===== config.mk =====
export PLATFORM = sky130hd
export DESIGN_NAME = ccl_top
export DESIGN_NICKNAME = d
export VERILOG_FILES = /design/src/hdl/ccl_pkg.sv /design/src/hdl/ccl_reg_if.sv /design/src/hdl/ccl_axi_slave.sv /design/src/hdl/ccl_top.sv
export SDC_FILE = /design/constraint.sdc
export NUM_CORES = 1
export LEC_CHECK = 0
export BUFFER_PORTS_ARGS = -buffer_cell sky130_fd_sc_hd__buf_2
export CAP_MARGIN = 20
export CELL_PAD_IN_SITES_DETAIL_PLACEMENT = 0
export CELL_PAD_IN_SITES_GLOBAL_PLACEMENT = 1
export CORE_MARGIN = 1.5
export CORE_UTILIZATION = 34
export DETAILED_ROUTE_END_ITERATION = 8
export PLACE_DENSITY = 0.78
export SYNTH_ARGS = -nofsm -noshare
export SYNTH_HDL_FRONTEND = slang
export SYNTH_SLANG_ARGS = --single-unit

===== constraint.sdc =====
create_clock -name sys_clk -period 2 [get_ports sys_clk]
set_clock_uncertainty 0.05 [all_clocks]
set_input_delay 0.2 -clock sys_clk [delete_from_list [all_inputs] [get_ports sys_clk]]
set_output_delay 0.2 -clock sys_clk [all_outputs]
set_load 0.03 [all_outputs]

===== src/hdl/ccl_pkg.sv =====
// package: register map, field positions, reset values and modes of the comparator control
package ccl_pkg;
    // register byte offsets (word aligned)
    localparam logic [7:0] ADDR_CMP_CTRL = 8'h00;
    localparam logic [7:0] ADDR_CONV_CTRL_B = 8'h04;
    localparam logic [7:0] ADDR_BUF_DISABLE = 8'h08;
    localparam logic [7:0] ADDR_CONV_CTRL_A = 8'h0C;
    localparam logic [7:0] ADDR_GLOBAL = 8'h10;
    localparam logic [7:0] ADDR_VECTOR_ACK = 8'h14;
    // comparator_control_status fields
    localparam int BIT_POWER_OFF = 7;
    localparam int BIT_BANDGAP = 6;
    localparam int BIT_RESULT = 5;
    localparam int BIT_EVENT_FLAG = 4;
    localparam int BIT_IRQ_EN = 3;
    localparam int BIT_CAPTURE = 2;
    localparam int BIT_MODE_HI = 1;
    localparam int BIT_MODE_LO = 0;
    // converter_control_b field
    localparam int BIT_NEG_MUX_EN = 6;
    // input_buffer_disable_1 fields
    localparam int BIT_NEG_BUF_OFF = 1;
    localparam int BIT_POS_BUF_OFF = 0;
    // converter_control_a (own): enable, power reduction, channel select
    localparam int BIT_CONV_EN = 7;
    localparam int BIT_CONV_PWR_RED = 6;
    localparam int LSB_CHANNEL = 0;
    // global register (own)
    localparam int BIT_GLOBAL_IRQ = 0;
    // reset values
    localparam logic [7:0] RST_CMP_CTRL = 8'h00;
    localparam logic [7:0] RST_CONV_CTRL_B = 8'h00;
    localparam logic [7:0] RST_BUF_DISABLE = 8'h00;
    localparam logic [7:0] RST_CONV_CTRL_A = 8'h00;
    // event modes
    localparam logic [1:0] MODE_TOGGLE = 2'h0;
    localparam logic [1:0] MODE_RESERVED = 2'h1;
    localparam logic [1:0] MODE_FALL = 2'h2;
    localparam logic [1:0] MODE_RISE = 2'h3;
    // axi responses
    localparam logic [1:0] RESP_OKAY = 2'h0;
    localparam logic [1:0] RESP_SLVERR = 2'h2;
    // register write port state
    typedef enum logic [1:0] {
        W_IDLE,
        W_RESP
    } ccl_wstate_t;
endpackage : ccl_pkg


===== src/hdl/ccl_reg_if.sv =====
// interface: register write strobe and data, plus read strobe and address, from the bus slave to the register file
`timescale 1ns/100ps
interface ccl_reg_if;
    logic wrEn;
    logic [7:0] wrAddr;
    logic [7:0] wrData;
    logic rdEn;
    logic [7:0] rdAddr;
    modport slave (output wrEn, output wrAddr, output wrData, output rdEn, output rdAddr);
    modport regs (input wrEn, input wrAddr, input wrData, input rdEn, input rdAddr);
endinterface : ccl_reg_if


===== src/hdl/ccl_axi_slave.sv =====
// module: axi4-lite slave front end producing register strobes
`timescale 1ns/100ps
module ccl_axi_slave (
    // clock and reset
    input wire logic sys_clk,
    input wire logic rst,
    // write channels
    input wire logic [7:0] awaddr,
    input wire logic awvalid,
    output logic awready,
    input wire logic [31:0] wdata,
    input wire logic [3:0] wstrb,
    input wire logic wvalid,
    output logic wready,
    output logic [1:0] bresp,
    output logic bvalid,
    input wire logic bready,
    // read address
    input wire logic [7:0] araddr,
    input wire logic arvalid,
    output logic arready,
    input wire logic rready,
    input wire logic rvalid,
    // register side
    ccl_reg_if.slave regs
);
    import ccl_pkg::*;
    logic awHeld;
    logic wHeld;
    logic [7:0] awAddrQ;
    logic [7:0] wDataQ;
    logic wLaneQ;
    ccl_wstate_t wState;
    wire awTake = awvalid && awready;
    wire wTake = wvalid && wready;
    wire haveAw = awHeld || awTake;
    wire haveW = wHeld || wTake;
    wire doWrite = (wState == W_IDLE) && haveAw && haveW;
    wire [7:0] curAddr = awTake ? awaddr : awAddrQ;
    wire [7:0] curData = wTake ? wdata[7:0] : wDataQ;
    wire curLane = wTake ? wstrb[0] : wLaneQ;
    // only the low byte lane carries register data; upper lanes read zero anyway
    assign regs.wrEn = doWrite && curLane;
    assign regs.wrAddr = curAddr;
    assign regs.wrData = curData;
    assign regs.rdEn = arvalid && arready;
    assign regs.rdAddr = araddr;
    // read side takes one address at a time; a leaving answer frees it
    wire rdTake = arvalid && arready;
    // address and data latched independently, in either order
    always_ff @(posedge sys_clk or posedge rst) begin
        if (rst) begin
            awHeld <= 1'b0;
            wHeld <= 1'b0;
            awAddrQ <= 8'h00;
            wDataQ <= 8'h00;
            wLaneQ <= 1'b0;
            awready <= 1'b0;
            wready <= 1'b0;
            arready <= 1'b0;
            bvalid <= 1'b0;
            bresp <= RESP_OKAY;
            wState <= W_IDLE;
        end else begin
            awready <= !haveAw && (wState == W_IDLE);
            wready <= !haveW && (wState == W_IDLE);
            arready <= !(rdTake || (rvalid && !rready));
            if (awTake) begin
                awAddrQ <= awaddr;
            end
            if (wTake) begin
                wDataQ <= wdata[7:0];
                wLaneQ <= wstrb[0];
            end
            case (wState)
                W_IDLE: begin
                    if (doWrite) begin
                        awHeld <= 1'b0;
                        wHeld <= 1'b0;
                        awready <= 1'b0;
                        wready <= 1'b0;
                        bvalid <= 1'b1;
                        bresp <= (curAddr > ADDR_VECTOR_ACK || curAddr[1:0] != 2'b00)
                            ? RESP_SLVERR : RESP_OKAY;
                        wState <= W_RESP;
                    end else begin
                        awHeld <= haveAw;
                        wHeld <= haveW;
                    end
                end
                W_RESP: begin
                    awready <= 1'b0;
                    wready <= 1'b0;
                    if (bready) begin
                        bvalid <= 1'b0;
                        wState <= W_IDLE;
                    end
                end
                default: wState <= W_IDLE;
            endcase
        end
    end
endmodule : ccl_axi_slave


===== src/hdl/ccl_top.sv =====
// module: comparator control logic top with axi4-lite registers and analog routing
// ============================================================
// Summary of operation
// - comparator output double-flopped into result bit
// - mode 00 toggle, 01 none, 10 fall, 11 rise
// - flag set on selected edge, always
// - irq only when flag, enable, global all set
// - flag cleared when handler vector taken
// - write one clears flag, zero keeps
// - power-off bit removes comparator power
// - bandgap replaces positive input when selected
// - capture route connects output to timer
// - mux picks pin N when enabled, converter off
// - buffer-off disables pin buffer, reads zero
// - converter enable turns converter on
//
// The register addresses and the AXI4-Lite slave port were chosen for this implementation.
`timescale 1ns/100ps
module ccl_top (
    // clock and reset
    input wire logic sys_clk,
    input wire logic rst,
    // axi4-lite write address
    input wire logic [7:0] s_axi_awaddr,
    input wire logic s_axi_awvalid,
    output logic s_axi_awready,
    // axi4-lite write data
    input wire logic [31:0] s_axi_wdata,
    input wire logic [3:0] s_axi_wstrb,
    input wire logic s_axi_wvalid,
    output logic s_axi_wready,
    // axi4-lite write response
    output logic [1:0] s_axi_bresp,
    output logic s_axi_bvalid,
    input wire logic s_axi_bready,
    // axi4-lite read
    input wire logic [7:0] s_axi_araddr,
    input wire logic s_axi_arvalid,
    output logic s_axi_arready,
    output logic [31:0] s_axi_rdata,
    output logic [1:0] s_axi_rresp,
    output logic s_axi_rvalid,
    input wire logic s_axi_rready,
    // analog comparator interface
    input wire logic comparatorRaw,
    output logic comparatorPowerOff,
    output logic bandgapSelect,
    output logic [3:0] negativeSource,
    output logic converterEnable,
    output logic converterPowerReduction,
    // pins and system
    input wire logic positiveInputPin,
    input wire logic negativeInputPin,
    output logic positivePinDigital,
    output logic negativePinDigital,
    output logic positiveBufferOff,
    output logic negativeBufferOff,
    output logic captureInput,
    output logic comparatorIrq,
    input wire logic vectorTaken
);
    import ccl_pkg::*;

    // ============================================================
    // bus slave
    ccl_reg_if regBus ();
    logic arReadyInt;
    logic awReadyInt;
    logic wReadyInt;
    ccl_axi_slave u_slave (
        .sys_clk(sys_clk),
        .rst(rst),
        .awaddr(s_axi_awaddr),
        .awvalid(s_axi_awvalid),
        .awready(awReadyInt),
        .wdata(s_axi_wdata),
        .wstrb(s_axi_wstrb),
        .wvalid(s_axi_wvalid),
        .wready(wReadyInt),
        .bresp(s_axi_bresp),
        .bvalid(s_axi_bvalid),
        .bready(s_axi_bready),
        .araddr(s_axi_araddr),
        .arvalid(s_axi_arvalid),
        .arready(arReadyInt),
        .rready(s_axi_rready),
        .rvalid(s_axi_rvalid),
        .regs(regBus.slave)
    );
    assign s_axi_awready = awReadyInt;
    assign s_axi_wready = wReadyInt;
    assign s_axi_arready = arReadyInt;

    // ============================================================
    // registers
    logic [7:0] cmpCtrl;
    logic [7:0] convCtrlB;
    logic [7:0] bufDisable;
    logic [7:0] convCtrlA;
    logic globalIrqEnable;
    logic eventFlag;

    wire wrCmp = regBus.wrEn && regBus.wrAddr == ADDR_CMP_CTRL;
    wire wrConvB = regBus.wrEn && regBus.wrAddr == ADDR_CONV_CTRL_B;
    wire wrBuf = regBus.wrEn && regBus.wrAddr == ADDR_BUF_DISABLE;
    wire wrConvA = regBus.wrEn && regBus.wrAddr == ADDR_CONV_CTRL_A;
    wire wrGlobal = regBus.wrEn && regBus.wrAddr == ADDR_GLOBAL;
    wire wrVector = regBus.wrEn && regBus.wrAddr == ADDR_VECTOR_ACK;

    wire [1:0] modeSel = {cmpCtrl[BIT_MODE_HI], cmpCtrl[BIT_MODE_LO]};
    wire irqEnable = cmpCtrl[BIT_IRQ_EN];
    wire negMuxEnable = convCtrlB[BIT_NEG_MUX_EN];
    wire convEnable = convCtrlA[BIT_CONV_EN];
    wire [2:0] channelSel = convCtrlA[LSB_CHANNEL +: 3];

    // flag and result bits are hardware-owned, so they never store write data
    always_ff @(posedge sys_clk or posedge rst) begin
        if (rst) begin
            cmpCtrl <= RST_CMP_CTRL;
            convCtrlB <= RST_CONV_CTRL_B;
            bufDisable <= RST_BUF_DISABLE;
            convCtrlA <= RST_CONV_CTRL_A;
            globalIrqEnable <= 1'b0;
        end else begin
            if (wrCmp) begin
                cmpCtrl <= regBus.wrData & 8'hCF;
            end
            if (wrConvB) begin
                convCtrlB <= regBus.wrData & 8'h40;
            end
            if (wrBuf) begin
                bufDisable <= regBus.wrData & 8'h03;
            end
            if (wrConvA) begin
                convCtrlA <= regBus.wrData & 8'hC7;
            end
            if (wrGlobal) begin
                globalIrqEnable <= regBus.wrData[BIT_GLOBAL_IRQ];
            end
        end
    end

    // ============================================================
    // comparator synchroniser and edge detection
    logic syncFirst;
    logic syncResult;
    logic prevResult;
    // first stage feeds only the second stage
    always_ff @(posedge sys_clk or posedge rst) begin
        if (rst) begin
            syncFirst <= 1'b0;
            syncResult <= 1'b0;
            prevResult <= 1'b0;
        end else begin
            syncFirst <= comparatorRaw;
            syncResult <= syncFirst;
            prevResult <= syncResult;
        end
    end

    wire riseEdge = syncResult && !prevResult;
    wire fallEdge = !syncResult && prevResult;
    // the reserved code raises no event at all
    wire edgeEvent = (modeSel == MODE_TOGGLE && (riseEdge || fallEdge))
        || (modeSel == MODE_FALL && fallEdge)
        || (modeSel == MODE_RISE && riseEdge);

    // clear sources: vector pulse or write, or write-one; a coincident event wins
    wire flagClear = wrVector || vectorTaken || (wrCmp && regBus.wrData[BIT_EVENT_FLAG]);
    wire next_eventFlag = edgeEvent ? 1'b1 : (flagClear ? 1'b0 : eventFlag);

    always_ff @(posedge sys_clk or posedge rst) begin
        if (rst) begin
            eventFlag <= 1'b0;
        end else begin
            eventFlag <= next_eventFlag;
        end
    end

    // ============================================================
    // outputs to analog, timer and pins, all registered
    wire useMux = negMuxEnable && !convEnable;
    wire [3:0] next_negSource = useMux ? {1'b1, channelSel} : 4'h0;
    wire irqNow = eventFlag && irqEnable && globalIrqEnable;
    logic posPinSync1;
    logic posPinSync2;
    logic negPinSync1;
    logic negPinSync2;

    always_ff @(posedge sys_clk or posedge rst) begin
        if (rst) begin
            comparatorPowerOff <= 1'b0;
            bandgapSelect <= 1'b0;
            negativeSource <= 4'h0;
            converterEnable <= 1'b0;
            converterPowerReduction <= 1'b0;
            captureInput <= 1'b0;
            comparatorIrq <= 1'b0;
            positiveBufferOff <= 1'b0;
            negativeBufferOff <= 1'b0;
        end else begin
            comparatorPowerOff <= cmpCtrl[BIT_POWER_OFF];
            bandgapSelect <= cmpCtrl[BIT_BANDGAP];
            negativeSource <= next_negSource;
            converterEnable <= convEnable;
            converterPowerReduction <= convCtrlA[BIT_CONV_PWR_RED];
            captureInput <= cmpCtrl[BIT_CAPTURE] && syncResult;
            comparatorIrq <= irqNow && !flagClear;
            positiveBufferOff <= bufDisable[BIT_POS_BUF_OFF];
            negativeBufferOff <= bufDisable[BIT_NEG_BUF_OFF];
        end
    end

    // pin inputs synchronised; a disabled buffer forces zero
    always_ff @(posedge sys_clk or posedge rst) begin
        if (rst) begin
            posPinSync1 <= 1'b0;
            posPinSync2 <= 1'b0;
            negPinSync1 <= 1'b0;
            negPinSync2 <= 1'b0;
            positivePinDigital <= 1'b0;
            negativePinDigital <= 1'b0;
        end else begin
            posPinSync1 <= positiveInputPin;
            posPinSync2 <= posPinSync1;
            negPinSync1 <= negativeInputPin;
            negPinSync2 <= negPinSync1;
            positivePinDigital <= posPinSync2 && !bufDisable[BIT_POS_BUF_OFF];
            negativePinDigital <= negPinSync2 && !bufDisable[BIT_NEG_BUF_OFF];
        end
    end

    // ============================================================
    // read data
    wire [7:0] cmpRead = {cmpCtrl[7:6], syncResult, eventFlag, cmpCtrl[3:0]};
    wire [7:0] rdMux = (regBus.rdAddr == ADDR_CMP_CTRL) ? cmpRead
        : (regBus.rdAddr == ADDR_CONV_CTRL_B) ? convCtrlB
        : (regBus.rdAddr == ADDR_BUF_DISABLE) ? bufDisable
        : (regBus.rdAddr == ADDR_CONV_CTRL_A) ? convCtrlA
        : (regBus.rdAddr == ADDR_GLOBAL) ? {7'h00, globalIrqEnable}
        : 8'h00;
    wire rdBad = regBus.rdAddr > ADDR_VECTOR_ACK || regBus.rdAddr[1:0] != 2'b00;

    always_ff @(posedge sys_clk or posedge rst) begin
        if (rst) begin
            s_axi_rvalid <= 1'b0;
            s_axi_rdata <= 32'h0000_0000;
            s_axi_rresp <= RESP_OKAY;
        end else if (regBus.rdEn) begin
            s_axi_rvalid <= 1'b1;
            s_axi_rdata <= {24'h00_0000, rdMux};
            s_axi_rresp <= rdBad ? RESP_SLVERR : RESP_OKAY;
        end else if (s_axi_rready) begin
            s_axi_rvalid <= 1'b0;
        end
    end
endmodule : ccl_top


# == After elaboration in Yosys (flattened, before gate mapping) ==
# Index checks and enable logic that the tools add are counted.
# classes
n_addsub,0
n_mul,0
div_mod_pow,0
magnitude_cmp,2
eq_ne,14
n_shift,0
mux,27
bitwise,0
reduce_logical,60
# op_table
operator,count
8-bit two-way mux,6
"8-bit by 4-bit == test with 1-bit output, second input constant",4
1-bit logical AND,28
"8-bit by 5-bit == test with 1-bit output, second input constant",3
"8-bit by 3-bit == test with 1-bit output, second input constant",2
"8-bit by 5-bit > comparator with 1-bit output, second input constant",2
8-bit zero test,2
1-bit two-way mux,12
1-bit zero test,10
1-bit logical OR,10
2-bit nonzero test,5
2-bit two-way mux,4
1-bit one-hot mux with 2 select lines,3
"2-bit == test, second input constant",2
2-bit zero test,2
4-bit two-way mux,1
2-bit one-hot mux with 2 select lines,1
2-bit AND reduction,2
3-bit AND reduction,1
"2-bit by 1-bit == test with 1-bit output, second input constant",1
"2-bit by 1-bit inequality test with 1-bit output, second input constant",1
"2-bit inequality test, second input constant",1
# totals
reg_bits,75
latch_bits,0
ramBits,0
mem_bits_ro,0
elab_cells,142
n_memories,0

# == Longest topological paths before layout ==
# depth
depth_word,10
ltp_mapped,7

# == Hierarchy ==
# From an unflattened synthesis, not the netlist that was laid out.
# hier_totals
hier_cells,231
hier_area_um2,3080.5
# modules_own_cells
module,instances,cells_per_inst,area_per_inst_um2,seq_area_each_um2
ccl_top,1,153,2035.7,1176.1
ccl_axi_slave,1,78,1044.8,600.6

# == Worst setup path after synthesis ==
# Ideal clock, no wire load.
# synth_timing
path_type,reg-to-reg
start,register u_slave.awready
end,register cmpCtrl[0]
setup_time_ns,0.125
t_arrival_ns,1.897
setup_slack_ns,-0.072
stages_incl_launch_ff,8
period_less_slack_ns,2.072
cell_sequence,dfrtp_1 -> nand2_1 -> buf_6 -> mux2i_4 -> nor3_4 -> and3_1 -> buf_6 -> mux2_4
# synth_via
elab_chain_len,6
word_cells_on_any_way,8
# synth_rtl
item,line,text
from (decl),ccl_axi_slave.sv:10,"output logic awready,"
from (signal assigned),ccl_axi_slave.sv:65,awready <= !haveAw && (wState == W_IDLE);
1-bit logical AND (*),ccl_axi_slave.sv:34,wire awTake = awvalid && awready;
"parallel branches: the longest is 4 deep, another holds 8-bit two-way mux",--,
1-bit logical AND (*),ccl_top.sv:103,wire wrCmp = regBus.wrEn && regBus.wrAddr == ADDR_CMP_CTRL;
to (signal assigned),ccl_top.sv:126,cmpCtrl <= regBus.wrData & 8'hCF;
to (decl),ccl_top.sv:96,logic [7:0] cmpCtrl;
# Every way passes the cells marked *.
# A chain may end at the register's enable or synchronous reset.

# == Worst setup path in the final report ==
# layout_timing
start,register u_slave.awready
end,register globalIrqEnable
# layout_via
elab_chain_len,6
word_cells_on_any_way,8
# layout_rtl
item,line,text
1-bit logical AND (*),ccl_axi_slave.sv:34,
"parallel branches: the longest is 4 deep, another holds 8-bit two-way mux",--,
1-bit logical AND (*),ccl_top.sv:107,wire wrGlobal = regBus.wrEn && regBus.wrAddr == ADDR_GLOBAL;
to (signal assigned),ccl_top.sv:138,globalIrqEnable <= regBus.wrData[BIT_GLOBAL_IRQ];
to (decl),ccl_top.sv:100,logic globalIrqEnable;
# Marked as above.

==> run summary <==
Starting Density -> 34.9%
Status -> finished clean
Layout cells sized above 1 -> 35.8%
Maximum clock path buffer count -> 2
Pwr dens -> 1120 nW/um2
Routed Antenna Nets -> 0
RSZ-0062 raised after global routing -> yes
First-pass GRT wire length -> 9.64 mm
Grt total ovfl -> 0
# fillers -> 856
Max Slew Vio Count -> 0
Fin crit share -> 95.9%
Number of global-route vias before repair -> 2012
Clock transition at the registers of the reported paths -> 0.07 ns
Initial antenna violation count -> 0
Leak pwr -> 1.86 nW
Fmax -> 0.521 GHz
Via density -> 4.53
Die height -> 97.4 um
Post-route cell area -> 3720 um2
Port Buf Inserts -> 63
Worst endpoint required time -> 2.18 ns
HPWL after DPL -> 4.26 mm
Skew-Pair Late Insertion Delay -> 0.34 ns
CTS tree -> built
Hold Path Class -> input pin to register
Routability cong. -> 0.766
Actual slew at the worst max-slew pin -> 0.537 ns
Routed wire per std cell -> 13.3 um
Primary FF master, synth -> dfrtp_1
Pre-antenna DRT Iters -> 4
Footprint of the multi-input gates -> 1140 um2
DR vias -> 1969
Rel. slew slack -> 64.1%
Fin crit period -> 1.92 ns
Die W -> 97.4 um
VDD IR max -> 0.000612 V
Root Driver -> clkbuf_8
Ant diodes -> 0
DIE AREA -> 9500 um2
Final WL -> 5.76 mm
Post-synth EDFFs -> 0
Htree depth -> 3
Sw power -> 0.00135 W
Clock buffer count from CTS -> 9
Max-cap violation count -> 0
Final Hold Viols -> 0
Yosys cell types -> 44
P_int -> 0.00284 W
# rows -> 34
Synth Instances -> 240
FF/Latch Area -> 1750 um2
# DRC -> 0
Global Route Usage Sum -> 12.8%
Final WS setup -> 0.0819 ns
CTS Sinks -> 70
Synthesized area -> 3030 um2
Clock power share -> 29.2%
Placed Cells -> 413
Non-Filler Instances -> 435
Nets -> 387
Layout overhead on the synthesized area -> 22.7%
Seq/Total Area, Yosys -> 57.8%
Synth warnings -> 0
Comb pwr share -> 25.8%
Crit. End Element -> register
Placed inst area -> 3430 um2
Flops & latches, synth -> 70
Total power -> 0.00418 W
Avg Cell Area, Syn -> 12.6 um2
Io pins -> 118
Worst slack at placement -> 0.0102 ns
CP Launch Type -> register
DRT iter0 DRCs -> 50
WS Path Type -> register to register
Largest net degree at the start of global routing -> 71
Flop pwr share -> 45.1%
CP Max Fanout -> 10
Flop-to-flop setup slack -> 0.08 ns
Worst EP arrival -> 2.09 ns
Sw frac -> 32.2%
Setup-failing EPs final -> 0
Async set-reset flop share out of synthesis -> 100%
Core box area -> 8680 um2
==> cell usage after synthesis, types with 4 or more instances <==
| master | count | area, um2 |
|---|---|---|
| dfrtp_1 | 70 | 1750 |
| buf_4 | 26 | 195 |
| nand2_1 | 19 | 71.3 |
| mux2_2 | 16 | 180 |
| mux2_1 | 10 | 113 |
| inv_1 | 9 | 33.8 |
| and2_1 | 8 | 50.1 |
| mux2_4 | 6 | 90.1 |
| o21ai_0 | 6 | 30.0 |
| o21ai_1 | 6 | 30.0 |
| a21oi_1 | 5 | 25.0 |
| nor2_1 | 4 | 15.0 |
| nor3_1 | 4 | 20.0 |
==> power groups by stage <==
| stage | clock (W) | combinational [W] | sequential (W) |
|---|---|---|---|
| 2_1_floorplan | 0 | 0.000700 | 0.00198 |
| 3_3_place_gp | 0 | 0.00102 | 0.00188 |
| 3_5_place_dp | 0 | 0.00104 | 0.00190 |
| 4_1_cts | 0.00126 | 0.00105 | 0.00188 |
| 5_1_grt | 0.00133 | 0.00118 | 0.00193 |
| 6_report | 0.00122 | 0.00108 | 0.00189 |
==> worst max-delay path, cell delays in order, from the launching register on <==
cell      delay (ns)
dfrtp_1         0.41
nand2_1         0.11
buf_6           0.16
mux2i_4         0.20
nor4_2          0.38
o211ai_1        0.17
mux2_1          0.33
==> cell usage in the layout, fill, tap and decap left out, types with 8 or more instances in the layout <==
cell type  count
buf_2         63
inv_1          8
clkbuf_8       9
and2_1         8
nand2_1       19
dfrtp_1       70
conb_1        26
mux2_2        16
mux2_1        10
==> repair_timing <==
item                                   CTS  global route
endpoints found under the hold margin   74             0
hold buffers                             5             0
pin swaps                                0             2
setup endpoints to repair                1            16
gates resized for setup                  0             5
buffers inserted                         0             2
==> state kept, by name, summed over array words and instances, names as in the netlist, 2 cells and up <==
name,cells
s_axi_rdata,8
negativeSource,4
u_slave.wDataQ,7
convCtrlA,5
cmpCtrl,6
u_slave.awAddrQ,8
bufDisable,2
==> cell type report <==
cell class | count | area share [%]
Clock buffer | 10 | 3.43
Clock inverter | 6 | 2.32
Inverter | 9 | 1.01
Multi-Input combinational cell | 156 | 30.6
Sequential cell | 70 | 47.1
Tap cell | 108 | 3.63
Timing Repair Buffer | 76 | 12.0
==> worst paths after layout <==
check | from | to | cells past startpoint
min reg2reg | syncFirst | syncResult | 0
min | s_axi_rready | s_axi_rvalid | 2
max reg2reg | u_slave.awready | globalIrqEnable | 6
max in group asynchronous | rst | s_axi_rdata[0] | 4
max | u_slave.awready | globalIrqEnable | 6
min in group asynchronous | rst | u_slave.wready | 4
==> per-stage QoR <==
stage	TNS (ns)	util [%]	hold WS, ns
finish	0	42.9	0.0382
global route	-0.0284	42.9	0.0273
CTS	-0.000535	42.6	0.0192
detailed placement	0	39.6	0.261
global placement	0	39.6	0.261
floorplan	-0.434	-	0.181
==> per-layer routing <==
metal	vias up	GRT usage, %	wire length, um
met5	-	0	0
met4	0	2.64	30
met3	4	5.61	392
met2	65	21.0	2820
met1	951	15.7	2520
li1	949	-	-
==> cells by family (layout without fill, tap and decap cells) <==
family | Yosys count | count (layout) | share of synthesized area, %
other | 1 | 26 | 0.124
DFF | 70 | 70 | 57.8
and+or+nand+nor | 57 | 57 | 11.1
muxes | 34 | 34 | 13.7
buffers and inverters | 39 | 101 | 8.54
AOI/OAI and AO/OA | 37 | 37 | 8.00
adders and majority gates | 2 | 2 | 0.825
Note: power is estimated with default switching activity, not from simulation.
